===== src/rtl/rhwc_consts.svh =====
// constants for the radio host wake cause block
`ifndef RHWC_CONSTS_SVH
`define RHWC_CONSTS_SVH

// pin output-select values
`define RHWC_SEL_HOST_WAKE 6'h14
`define RHWC_SEL_LBT_PAIR 6'h0F
`define RHWC_SEL_W 6

// wake cause codes
`define RHWC_CAUSE_NO_FAILURE 8'h00
`define RHWC_CAUSE_RX_TIMEOUT 8'h01
`define RHWC_CAUSE_RX_TERM 8'h02
`define RHWC_CAUSE_SYNC_LOST 8'h03
`define RHWC_CAUSE_DROP_LEN 8'h04
`define RHWC_CAUSE_DROP_ADDR 8'h05
`define RHWC_CAUSE_DROP_CRC 8'h06
`define RHWC_CAUSE_TXF_OVF 8'h07
`define RHWC_CAUSE_TXF_UNF 8'h08
`define RHWC_CAUSE_RXF_OVF 8'h09
`define RHWC_CAUSE_RXF_UNF 8'h0A
`define RHWC_CAUSE_CCA_FAIL 8'h0B
`define RHWC_CAUSE_TX_DONE 8'h40
`define RHWC_CAUSE_RX_DONE 8'h80
`define RHWC_CAUSE_RESET 8'h00

// wake-on-radio mode field values
`define RHWC_WOR_FEEDBACK 3'h0
`define RHWC_WOR_NORMAL 3'h1

// consecutive missed slots before sync is declared lost
`define RHWC_SYNC_LOST_SLOTS 5'h10

// failed flag position inside status register zero
`define RHWC_STAT0_LBT_FAILED_BIT 0

`endif


===== src/rtl/rhwc_pkg.sv =====
// types for the radio host wake cause block
package rhwc_pkg;

  typedef logic [7:0] rhwc_cause_t;

  typedef logic [2:0] rhwc_wor_mode_t;

  typedef enum logic [1:0] {
    RHWC_ST_RESET = 2'h0,
    RHWC_ST_ACTIVE = 2'h1,
    RHWC_ST_IDLE = 2'h3
  } rhwc_state_t;

  // qualified one-cycle events from the radio controller
  typedef struct packed {
    logic txf_ovf;
    logic txf_unf;
    logic rxf_ovf;
    logic rxf_unf;
    logic cca_fail;
    logic sync_lost;
    logic drop_len;
    logic drop_addr;
    logic drop_crc;
    logic rx_timeout;
    logic rx_term;
    logic rx_done;
    logic tx_done;
    logic cal_end;
  } rhwc_evt_t;

  typedef struct packed {
    rhwc_state_t st;
    logic pend_vld;
    rhwc_cause_t pend_code;
    logic wake;
    rhwc_cause_t code;
    logic fresh;
    logic overrun;
    logic sleep;
    logic lbt_done;
    logic lbt_failed;
    logic [4:0] slot_cnt;
  } rhwc_core_t;

endpackage


===== src/rtl/rhwc_pin_mux.sv =====
// general-purpose output pin selector for wake and listen-before-talk signals
`timescale 1ns/1ps
`default_nettype none
`include "rhwc_consts.svh"
module rhwc_pin_mux #(
  parameter int NUM_PINS = 4
) (
  input wire logic clk_sys, // system clock
  input wire logic rst_n, // async reset, active low
  input wire logic [NUM_PINS*`RHWC_SEL_W-1:0] pin_output_select, // per-pin select
  input wire logic wake, // wake pulse source
  input wire logic lbt_done, // listen-before-talk done
  input wire logic lbt_failed, // listen-before-talk failed
  output logic [NUM_PINS-1:0] pin_out // registered pin levels
);
  typedef struct packed {
    logic [NUM_PINS-1:0] pins;
  } rhwc_mux_t;

  rhwc_mux_t q;
  rhwc_mux_t d;

  always_comb begin
    d = q;
    for (int i = 0; i < NUM_PINS; i++) begin
      unique case (pin_output_select[i*`RHWC_SEL_W +: `RHWC_SEL_W])
        `RHWC_SEL_HOST_WAKE: d.pins[i] = wake;
        // pin 0 carries failed, every other pin carries done
        `RHWC_SEL_LBT_PAIR: d.pins[i] = (i == 0) ? lbt_failed : lbt_done;
        default: d.pins[i] = 1'b0;
      endcase
    end
  end

  always_ff @(posedge clk_sys or negedge rst_n) begin
    if (!rst_n) begin
      q <= '0;
    end else begin
      q <= d;
    end
  end

  assign pin_out = q.pins;
endmodule // rhwc_pin_mux
`default_nettype wire


===== src/rtl/rhwc_wake_cause.sv =====
// host wake pulse and wake cause logic of the radio controller
`timescale 1ns/1ps
`default_nettype none
`include "rhwc_consts.svh"
module rhwc_wake_cause #(
  parameter int NUM_PINS = 4
) (
  input wire logic clk_sys, // 20 MHz system clock
  input wire logic rst_n, // async reset, active low
  input wire logic radio_idle, // radio controller is in idle
  input wire logic rx_mode, // radio is receiving
  input wire logic enhanced_wake_on_radio, // enhanced wake-on-radio in use
  input wire rhwc_pkg::rhwc_wor_mode_t wake_on_radio_mode_sel, // wake-on-radio mode
  input wire logic terminate_on_bad_packet, // end receive on bad packet
  input wire logic calibration_end_wake_enable, // wake after calibration
  input wire logic [NUM_PINS*`RHWC_SEL_W-1:0] pin_output_select, // per-pin select
  input wire logic ev_rx_timeout, // receive timeout pulse
  input wire logic ev_rx_term, // carrier sense or preamble quality termination
  input wire logic ev_slot_ok, // wake-on-radio slot with good reception
  input wire logic ev_slot_miss, // wake-on-radio slot without reception
  input wire logic ev_drop_len, // packet dropped by length filter
  input wire logic ev_drop_addr, // packet dropped by address filter
  input wire logic ev_drop_crc, // packet dropped by checksum filter
  input wire logic ev_txf_ovf, // transmit FIFO overflow
  input wire logic ev_txf_unf, // transmit FIFO underflow
  input wire logic ev_rxf_ovf, // receive FIFO overflow
  input wire logic ev_rxf_unf, // receive FIFO underflow
  input wire logic ev_tx_strobe, // new transmit strobe
  input wire logic ev_cca_busy, // transmit strobe refused, channel busy
  input wire logic ev_cca_clear, // channel clear, transmit goes ahead
  input wire logic ev_tx_done, // transmission finished
  input wire logic ev_rx_done, // reception finished, packet in FIFO
  input wire logic ev_cal_end, // calibration finished
  input wire logic host_read_ack, // host has read the cause code
  output logic host_wake_pulse, // one-cycle wake pulse
  output rhwc_pkg::rhwc_cause_t wake_cause_code, // last cause code
  output logic [7:0] radio_ctrl_status_zero, // status register zero
  output logic listen_before_talk_done, // clear channel check done
  output logic listen_before_talk_failed, // clear channel check failed
  output logic sleep_until_next_slot, // discard pulse in wake-on-radio
  output logic cause_fresh, // cause not yet acknowledged
  output logic cause_overrun, // a pending cause was replaced
  output logic [NUM_PINS-1:0] gpio_out // general-purpose output pins
);
  import rhwc_pkg::*;

  rhwc_core_t q;
  rhwc_core_t d;
  rhwc_evt_t evt;
  logic [8:0] pick;
  logic enhanced_wake_on_radio_slotted;
  logic enhanced_wake_on_radio_feedback;
  logic bad_pkt_rx;

  // fixed priority among events of one cycle: valid bit over code
  function automatic logic [8:0] pick_cause(input rhwc_evt_t e);
    logic [8:0] r;
    r = {1'b0, `RHWC_CAUSE_NO_FAILURE};
    if (e.cal_end) r = {1'b1, `RHWC_CAUSE_NO_FAILURE};
    if (e.tx_done) r = {1'b1, `RHWC_CAUSE_TX_DONE};
    if (e.rx_done) r = {1'b1, `RHWC_CAUSE_RX_DONE};
    if (e.rx_term) r = {1'b1, `RHWC_CAUSE_RX_TERM};
    if (e.rx_timeout) r = {1'b1, `RHWC_CAUSE_RX_TIMEOUT};
    if (e.drop_crc) r = {1'b1, `RHWC_CAUSE_DROP_CRC};
    if (e.drop_addr) r = {1'b1, `RHWC_CAUSE_DROP_ADDR};
    if (e.drop_len) r = {1'b1, `RHWC_CAUSE_DROP_LEN};
    if (e.sync_lost) r = {1'b1, `RHWC_CAUSE_SYNC_LOST};
    if (e.cca_fail) r = {1'b1, `RHWC_CAUSE_CCA_FAIL};
    if (e.rxf_unf) r = {1'b1, `RHWC_CAUSE_RXF_UNF};
    if (e.rxf_ovf) r = {1'b1, `RHWC_CAUSE_RXF_OVF};
    if (e.txf_unf) r = {1'b1, `RHWC_CAUSE_TXF_UNF};
    if (e.txf_ovf) r = {1'b1, `RHWC_CAUSE_TXF_OVF};
    return r;
  endfunction

  always_comb begin
    d = q;
    d.wake = 1'b0;
    d.sleep = 1'b0;
    evt = '0;
    enhanced_wake_on_radio_feedback = enhanced_wake_on_radio &&
                    (wake_on_radio_mode_sel == `RHWC_WOR_FEEDBACK);
    enhanced_wake_on_radio_slotted = enhanced_wake_on_radio_feedback ||
                   (enhanced_wake_on_radio &&
                    (wake_on_radio_mode_sel == `RHWC_WOR_NORMAL));
    bad_pkt_rx = rx_mode && terminate_on_bad_packet;

    // consecutive missed slots, only counted in feedback mode
    if (!enhanced_wake_on_radio_feedback || ev_slot_ok) begin
      d.slot_cnt = 5'h00;
    end else if (ev_slot_miss) begin
      if (q.slot_cnt == `RHWC_SYNC_LOST_SLOTS - 5'h01) begin
        d.slot_cnt = 5'h00;
        evt.sync_lost = 1'b1;
      end else begin
        d.slot_cnt = q.slot_cnt + 5'h01;
      end
    end

    // discards wake only outside slotted wake-on-radio
    if (bad_pkt_rx && !enhanced_wake_on_radio_slotted) begin
      evt.drop_len = ev_drop_len;
      evt.drop_addr = ev_drop_addr;
      evt.drop_crc = ev_drop_crc;
    end
    if (enhanced_wake_on_radio_slotted && (ev_drop_len || ev_drop_addr || ev_drop_crc)) begin
      d.sleep = 1'b1;
    end

    evt.rx_timeout = ev_rx_timeout && rx_mode && !enhanced_wake_on_radio;
    evt.rx_term = ev_rx_term && rx_mode && !enhanced_wake_on_radio;
    evt.txf_ovf = ev_txf_ovf;
    evt.txf_unf = ev_txf_unf;
    evt.rxf_ovf = ev_rxf_ovf;
    evt.rxf_unf = ev_rxf_unf;
    evt.cca_fail = ev_cca_busy;
    evt.tx_done = ev_tx_done;
    evt.rx_done = ev_rx_done;
    evt.cal_end = ev_cal_end && calibration_end_wake_enable;

    // listen-before-talk flags: a busy result wins over a same-cycle strobe
    if (ev_tx_strobe) begin
      d.lbt_done = 1'b0;
      d.lbt_failed = 1'b0;
    end
    if (ev_cca_clear) begin
      d.lbt_done = 1'b1;
      d.lbt_failed = 1'b0;
    end
    if (ev_cca_busy) begin
      d.lbt_done = 1'b1;
      d.lbt_failed = 1'b1;
    end

    // host acknowledge clears first so that a new wake still sets
    if (host_read_ack) begin
      d.fresh = 1'b0;
      d.overrun = 1'b0;
    end

    // newest cause replaces any older one still waiting for idle
    pick = pick_cause(evt);
    if (pick[8]) begin
      if (q.pend_vld) begin
        d.overrun = 1'b1;
      end
      d.pend_vld = 1'b1;
      d.pend_code = pick[7:0];
    end

    unique case (q.st)
      RHWC_ST_RESET: begin
        d.st = radio_idle ? RHWC_ST_IDLE : RHWC_ST_ACTIVE;
      end
      RHWC_ST_ACTIVE: begin
        if (radio_idle) begin
          d.st = RHWC_ST_IDLE;
          if (d.pend_vld) begin
            d.wake = 1'b1;
            d.code = d.pend_code;
            d.pend_vld = 1'b0;
            d.fresh = 1'b1;
          end
        end
      end
      RHWC_ST_IDLE: begin
        if (!radio_idle) begin
          d.st = RHWC_ST_ACTIVE;
        end
      end
      default: begin
        d.st = RHWC_ST_RESET;
      end
    endcase
  end

  always_ff @(posedge clk_sys or negedge rst_n) begin
    if (!rst_n) begin
      q <= '{st: RHWC_ST_RESET, pend_code: `RHWC_CAUSE_RESET,
             code: `RHWC_CAUSE_RESET, default: '0};
    end else begin
      q <= d;
    end
  end

  rhwc_pin_mux #(
    .NUM_PINS(NUM_PINS)
  ) u_pin_mux (
    .clk_sys(clk_sys),
    .rst_n(rst_n),
    .pin_output_select(pin_output_select),
    .wake(d.wake),
    .lbt_done(d.lbt_done),
    .lbt_failed(d.lbt_failed),
    .pin_out(gpio_out)
  );

  assign host_wake_pulse = q.wake;
  assign wake_cause_code = q.code;
  always_comb begin
    radio_ctrl_status_zero = 8'h00;
    radio_ctrl_status_zero[`RHWC_STAT0_LBT_FAILED_BIT] = q.lbt_failed;
  end
  assign listen_before_talk_done = q.lbt_done;
  assign listen_before_talk_failed = q.lbt_failed;
  assign sleep_until_next_slot = q.sleep;
  assign cause_fresh = q.fresh;
  assign cause_overrun = q.overrun;
endmodule // rhwc_wake_cause
`default_nettype wire


===== config.mk =====
export PLATFORM = sky130hd
export DESIGN_NAME = rhwc_wake_cause
export DESIGN_NICKNAME = d
export VERILOG_FILES = /design/src/rtl/rhwc_pkg.sv /design/src/rtl/rhwc_pin_mux.sv /design/src/rtl/rhwc_wake_cause.sv
export VERILOG_INCLUDE_DIRS = /design/src /design/src/rtl
export SDC_FILE = /design/constraint.sdc
export NUM_CORES = 1
export LEC_CHECK = 0
export BUFFER_PORTS_ARGS = -buffer_cell sky130_fd_sc_hd__buf_2
export CORE_ASPECT_RATIO = 0.6
export CORE_MARGIN = 5
export CORE_UTILIZATION = 47
export CTS_CLUSTER_DIAMETER = 150
export CTS_CLUSTER_SIZE = 14
export DETAILED_ROUTE_END_ITERATION = 8
export HOLD_SLACK_MARGIN = 0.1
export MAX_ROUTING_LAYER = met4
export PLACE_DENSITY = 0.79
export SLEW_MARGIN = 25
export SYNTH_ARGS = -nofsm -noshare
export SYNTH_HDL_FRONTEND = slang
export SYNTH_HIERARCHICAL = 1
export SYNTH_SLANG_ARGS = --single-unit
export TNS_END_PERCENT = 20

===== constraint.sdc =====
create_clock -name clk_sys -period 2.5 [get_ports clk_sys]
set_input_delay 0.25 -clock clk_sys [delete_from_list [all_inputs] [get_ports clk_sys]]
set_output_delay 0.25 -clock clk_sys [all_outputs]
set_load 0.03 [all_outputs]

==> results of run 1 <==
-- power by group through the flow --
stage	Clock, uW	Sequential, uW	Combinational (uW)
2_1_floorplan	0	604	120
3_3_place_gp	0	594	201
3_5_place_dp	0	595	203
4_1_cts	419	585	205
5_1_grt	443	587	222
6_report	409	584	204
-- layer usage --
metal / vias up / share of wire / track usage
met3: 2 / 0.065 / 0.0571
li1: 714 / - / -
met5: - / 0 / -
met1: 686 / 0.48 / 0.212
met4: 0 / 0.0025 / 0.0388
met2: 45 / 0.45 / 0.224
-- kinds of logic after synthesis --
logic type / Yosys count / share of synthesized area
AND/OR/NAND/NOR: 64 / 0.243
flip-flops: 34 / 0.474
AO/OA/AOI/OAI: 28 / 0.138
buffers and inverters: 22 / 0.0795
multiplexers: 8 / 0.0516
adder cells (fa/ha/maj): 1 / 0.00697
other: 1 / 0.00209
XOR/XNOR: 1 / 0.00488
-- sequential cells by signal (all words and copies together) (netlist names) --
| signal | cells |
|---|---|
| q | 16 |
| wake_cause_code | 8 |
| u_pin_mux/pin_out | 4 |
| cause_fresh | 1 |
| cause_overrun | 1 |
| host_wake_pulse | 1 |
| listen_before_talk_done | 1 |
| listen_before_talk_failed | 1 |
| sleep_until_next_slot | 1 |
-- layout make-up --
cell class | count | share of cell area
clock buffer | 7 | 0.0391
multi-input combinational | 109 | 0.373
timing repair buffer | 71 | 0.163
sequential | 34 | 0.385
clock inverter | 1 | 0.00227
tap | 47 | 0.0266
inverter | 6 | 0.0102
-- stage by stage --
| step | instance area, sq um | total power, uW |
|---|---|---|
| after floorplan | 1820 | 724 |
| after CTS | 2210 | 1210 |
| after global routing | 2210 | 1250 |
| after detailed placement | 2110 | 798 |
| after global placement | 2110 | 795 |
| final | 2210 | 1200 |
-- worst max-delay path: stages, from the launching register on --
cell	delay, ps
dfrtp_1	420
ha_1	200
and2_2	190
and4_4	270
nor4_4	70
nor2_4	340
nand4b_1	130
or4_1	400
nand2_1	80
-- cells in the mapped netlist, types with 2 or more instances --
| library cell | n |
|---|---|
| dfrtp_1 | 34 |
| buf_4 | 16 |
| nor2_1 | 16 |
| nand2_1 | 7 |
| inv_1 | 6 |
| mux2_1 | 5 |
| a311oi_1 | 4 |
| nand4_1 | 4 |
| nand4b_1 | 4 |
| nor4bb_1 | 4 |
| o21ai_0 | 4 |
| a21oi_1 | 3 |
| and2_1 | 3 |
| nand2b_1 | 3 |
| nand3_1 | 3 |
| nor3_1 | 3 |
| a21o_1 | 2 |
| a22oi_1 | 2 |
| nor2b_1 | 2 |
| nor4_4 | 2 |
| o41ai_1 | 2 |
| or4_1 | 2 |
-- how the worst max path moves through the flow --
stage                                           endpoint  slack (ps)                       from
after floorplan           wake_cause_code[0]$_DFFE_PN0P_         550           q[0]$_DFFE_PN0P_
after global placement    u_pin_mux/pin_out[3]$_DFF_PN0_         410  wake_on_radio_mode_sel[1]
after detailed placement  u_pin_mux/pin_out[1]$_DFF_PN0_         350           q[0]$_DFFE_PN0P_
after CTS                 u_pin_mux/pin_out[1]$_DFF_PN0_         350           q[0]$_DFFE_PN0P_
after global routing      u_pin_mux/pin_out[3]$_DFF_PN0_         190           q[0]$_DFFE_PN0P_
final                     u_pin_mux/pin_out[1]$_DFF_PN0_         350           q[0]$_DFFE_PN0P_
==> results.md, run 1 <==
- Fin Setup TNS: 0 ps
- Max_slew headroom: 0.516
- Syn-to-layout area delta: 23.0%
- Routability cong.: slightly below 0.8
- Syn Inst Count: 159
- Vias after detailed routing: about 1,400
- Seq pwr share: 0.488
- Setup WS post-layout: ~350 ps
- Cts bufs inserted: 5
- Critical R2R Launch: q[0]$_DFFE_PN0P_
- Leading area contributor after synthesis: dfrtp_1
- Hold_sp: pin_output_select[3]
- Finished Layout Cells: around 280
- Tcrit/Tclk final: 0.861
- Worst endpoint data arrival time: between 2000 and 2500 ps
- RSZ-0062 raised after global routing: false
- Maximum clock rate: 465 MHz
- Synth Register Bits: 34
- WHS Path Cells: 2
- Reg2reg path depth: 8
- Nets: 280
- Final min period: approximately 2200 ps
- FF+latch area: 851 sq um
- Clock share of power: 0.342
- Fill cell count: around 320
- EDFF count, synth: 0
- Die ar.: about 0.0052 sq mm
- Drt pass-1 iters: 4
- CTS tree: done
- Resize count post-CTS: 0
- Post-DP HPWL: approximately 3000 microns
- Pleak: roughly 0.0011 uW
- Post-Syn Area per Cell: 11.3 sq um
- Core area: around 0.0037 sq mm
- IO buf count: 70
- Logic gate share of total power: 0.170
- Worst Tran Pin Value: 727 ps
- Main synth FF type: dfrtp_1
- Layout cell share with drive strength beyond 1: 0.404
- Commonest cells after routing, fill and taps aside: buf_2 (70), dfrtp_1 (34), nor2_1 (16)
- Post-CTS Hold Buffers: 1
- CTS sink cnt: 34
- Crit. End Element: register
- Pin count of the biggest net entering global routing: 35
- Internal power: approximately 870 uW
- Area of the multi-input gates: just over 800 sq um
- Drt wl/cell: around 14 microns
- Diodes inserted: 0
- H-tree depth: 2
- Ys async rst share: 1.00
- Max FO, Critical Path: 13
- Number of global-route vias before repair: 1,371
- Syn Std Cell Area: ~0.0018 sq mm
- Cell Pwr Density: about 540 mW/mm^2
- Max rail drop VDD: 0.302 mV
- Outcome: finished clean
- Boundary pin count: 78
- First-pass GRT wire length: ~6400 microns
- Total GRT Usage: 0.157
- Root buffer cell: clkbuf_8
- Worst R2R End: u_pin_mux/pin_out[1]$_DFF_PN0_
- Most common cell after layout, fill and taps aside: buf_2
- Tightest hold margin: between 150 and 200 ps
- Worst slack at placement: around 350 ps
- Worst reg-to-reg setup slack: 350 ps
- Reg clk slew, reported paths: 70 ps
- Total of max-cap violations: 0
- Sequential-to-total area share from yosys stat: 0.474
- Final hold vios: 0
- Fin util: 0.600
- Chip width: about 90 microns
- Clock Skew: about 7 ps
- Max-slew violation count: 0
- Post-route ant nets: 0
- Die Height: ~58 microns
- Clk_lat worst skew: about 280 ps
- Worst Setup Start Kind: register
- Tightest Hold Check Type: input pin to register
- Synth top area share: 0.474
- Starting DRT DRC Count: 50
- Antenna violations before repair: 0
- Drt drc: 0
- Inst Count DP: 266
- Crit path required time: ~2700 ps
- Row count: 17
- Hold EP: u_pin_mux/pin_out[0]$_DFF_PN0_
- Via-to-Cell Ratio: between 5 and 6
- YS warnings: 6
- Post-CTS Setup Bufs: 0
- Sw Share: 0.272
- Max Root-Sink Buffers: 2
- Distinct cells, synth: 50
- Starting density of the core: 0.488
- Final setup vio count: 0
- DRT Wirelength: a little under 4000 microns
- Class of the most critical setup path: register to register
- Overflow left after global routing: 0
- Synth area leaders: dfrtp_1 (47%), buf_4 (6.7%), nor2_1 (3.3%)
- Psw: 325 uW
Power figures use the tool's default switching activity.
==> run 2, diff against run 1 <==
Settings changed: CELL_PAD_IN_SITES_DETAIL_PLACEMENT set to 1, CELL_PAD_IN_SITES_GLOBAL_PLACEMENT set to 1, CORE_UTILIZATION 47 to 35, PLACE_DENSITY 0.79 to unset, PLACE_DENSITY_LB_ADDON set to 0.1.
==> results.md, run 2 (synthesis gave the netlist of run 1 again) <==
- Outcome: finished clean
- Via-to-Cell Ratio: 4.99 (-5.2%)
- Core area: 0.00500 sq mm (+36%)
- Inst Count DP: 285 (+7.1%)
- CTS tree: done
- Chip width: 102 microns (+14%)
- Worst endpoint data arrival time: 2420 ps (+40 ps)
- RSZ-0062 raised after global routing: false
- Total GRT Usage: 0.159 (+0.00211)
- Drt pass-1 iters: 4 (unchanged)
- Resize count post-CTS: 0 (unchanged)
- Cts bufs inserted: 5 (unchanged)
- Starting DRT DRC Count: 48 (-4.0%)
- Final min period: 2210 ps (+58.0 ps)
- Number of global-route vias before repair: 1,602 (+17%)
- Reg clk slew, reported paths: 70 ps (about the same)
- CP max stage delay: 430 ps (about the same)
- Max reg flops: 16 (unchanged)
- Max-slew violation count: 0 (unchanged)
- Max FO, Critical Path: 13 (unchanged)
- Final hold vios: 0 (unchanged)
- Starting density of the core: 0.359 (-0.129)
- Total power: 1220 uW (+1.8%)
- Vias after detailed routing: 1,466 (+1.3%)
- Post-CTS Setup Bufs: 0 (unchanged)
- Pin count of the biggest net entering global routing: 35 (unchanged)
- Overflow left after global routing: 0 (unchanged)
- Tightest Hold Check Type: input pin to register
- Worst Tran Pin Value: 761 ps (+34.9 ps)
- Max rail drop VDD: 0.231 mV (-24%)
- Finished Layout Cells: 294 (+6.9%)
- First-pass GRT wire length: 7870 microns (+22%)
- IO buf count: 70 (unchanged)
- Row count: 20 (+3)
- Worst Setup Start Kind: register
- CTS sink cnt: 34 (unchanged)
- Post-route ant nets: 0 (unchanged)
- Commonest cells after routing, fill and taps aside: buf_2 (70), dfrtp_1 (34), nor2_1 (16)
- Tcrit/Tclk final: 0.884 (+0.0232)
- Syn-to-layout area delta: 24.5%
- Post-CTS Hold Buffers: 1 (unchanged)
- DRT Wirelength: 5010 microns (+27%)
- Drt drc: 0 (unchanged)
- Crit path required time: 2710 ps (-20 ps)
- Post-DP HPWL: 4160 microns (+35%)
- Root buffer cell: clkbuf_8
- H-tree depth: 2 (unchanged)
- Pleak: 0.00108 uW (about the same)
- Max Root-Sink Buffers: 2 (unchanged)
- Crit. End Element: register
- Class of the most critical setup path: register to register
- Die Height: 65.5 microns (+13%)
- Drt wl/cell: 17.0 microns (+19%)
- Clock Skew: 10.4 ps (+3.40 ps)
- Slowest CP cell: or4_1
- Layout cell share with drive strength beyond 1: 0.408 (+0.00439)
- Die ar.: 0.00671 sq mm (+29%)
- Final setup vio count: 0 (unchanged)
- Antenna violations before repair: 0 (unchanged)
- Diodes inserted: 0 (unchanged)
- Fin Setup TNS: 0 ps (unchanged)
- Nets: 280 (unchanged)
- Maximum clock rate: 452 MHz (-2.6%)
- Cell-by-cell trace of the critical path: ha_1 -> and2_2 -> and4_4 -> nor4_4 -> nor2_4 -> nand4b_1 -> or4_1 -> nand2_1
- Boundary pin count: 78 (unchanged)
- Clk_lat worst skew: 280 ps (about the same)
- Routability cong.: 0.800 (+3.4%)
- Max_slew headroom: 0.492 (-0.0232)
- Most common cell after layout, fill and taps aside: buf_2
- Biggest register: q
- Cell Pwr Density: 545 mW/mm^2 (+0.50%)
- Total of max-cap violations: 0 (unchanged)
run 2: cell count changes in the layout (fill, tap and decap cells not counted):
cell        before  now
clkinvlp_4       0    1
clkbuf_1         1    0
run 2: metal layers:
layer  vias up  global-route usage  share of wire
li1        709                   -              -
met1       711               0.202           0.44
met2        42               0.254           0.48
met3         4              0.0424          0.065
met4         0              0.0409         0.0076
met5         -                   -              0
run 2: final timing paths:
check	start	end	slack (ps)	depth (start not counted)
max	q[0]$_DFFE_PN0P_	u_pin_mux/pin_out[3]$_DFF_PN0_	290	8
min	pin_output_select[3]	u_pin_mux/pin_out[0]$_DFF_PN0_	160	2
max reg2reg	q[0]$_DFFE_PN0P_	u_pin_mux/pin_out[3]$_DFF_PN0_	290	8
min reg2reg	q[29]$_DFFE_PN0P_	q[28]$_DFFE_PN0P_	460	1
max in group asynchronous	rst_n	q[26]$_DFF_PN0_	1430	2
min in group asynchronous	rst_n	q[28]$_DFFE_PN0P_	580	2
run 2: worst max-delay path, delay by kind of cell, from the launching register on:
| family | cells | cell delay, ps |
|---|---|---|
| flops | 1 | 410 |
| simple gates | 7 | 1530 |
| fa+ha+maj | 1 | 210 |
run 2: per-stage QoR:
step | cell area (sq um) | util | hold slack [ps] | setup slack (ps)
CTS | 2230 | 0.447 | 151 | 243
detailed placement | 2130 | 0.426 | 373 | 263
global placement | 2130 | 0.426 | 364 | 396
finish | 2230 | 0.447 | 159 | 290
global route | 2230 | 0.447 | 171 | 145
floorplan | 1820 | - | -45.6 | 548
run 2: final cells by class:
type                       instances  area, sq um
clock inverter                     2         12.5
fill                             594         2770
clock buffer                       6         82.6
tap                               66         82.6
timing repair buffer              71          360
inverter                           6         22.5
multi-input combinational        109          823
sequential                        34          851
run 2: power by group:
part	internal (uW)	total (uW)	switching (uW)
combinational	76.2	210	134
clock	221	423	202
sequential	572	584	11.4
total	870	1220	347
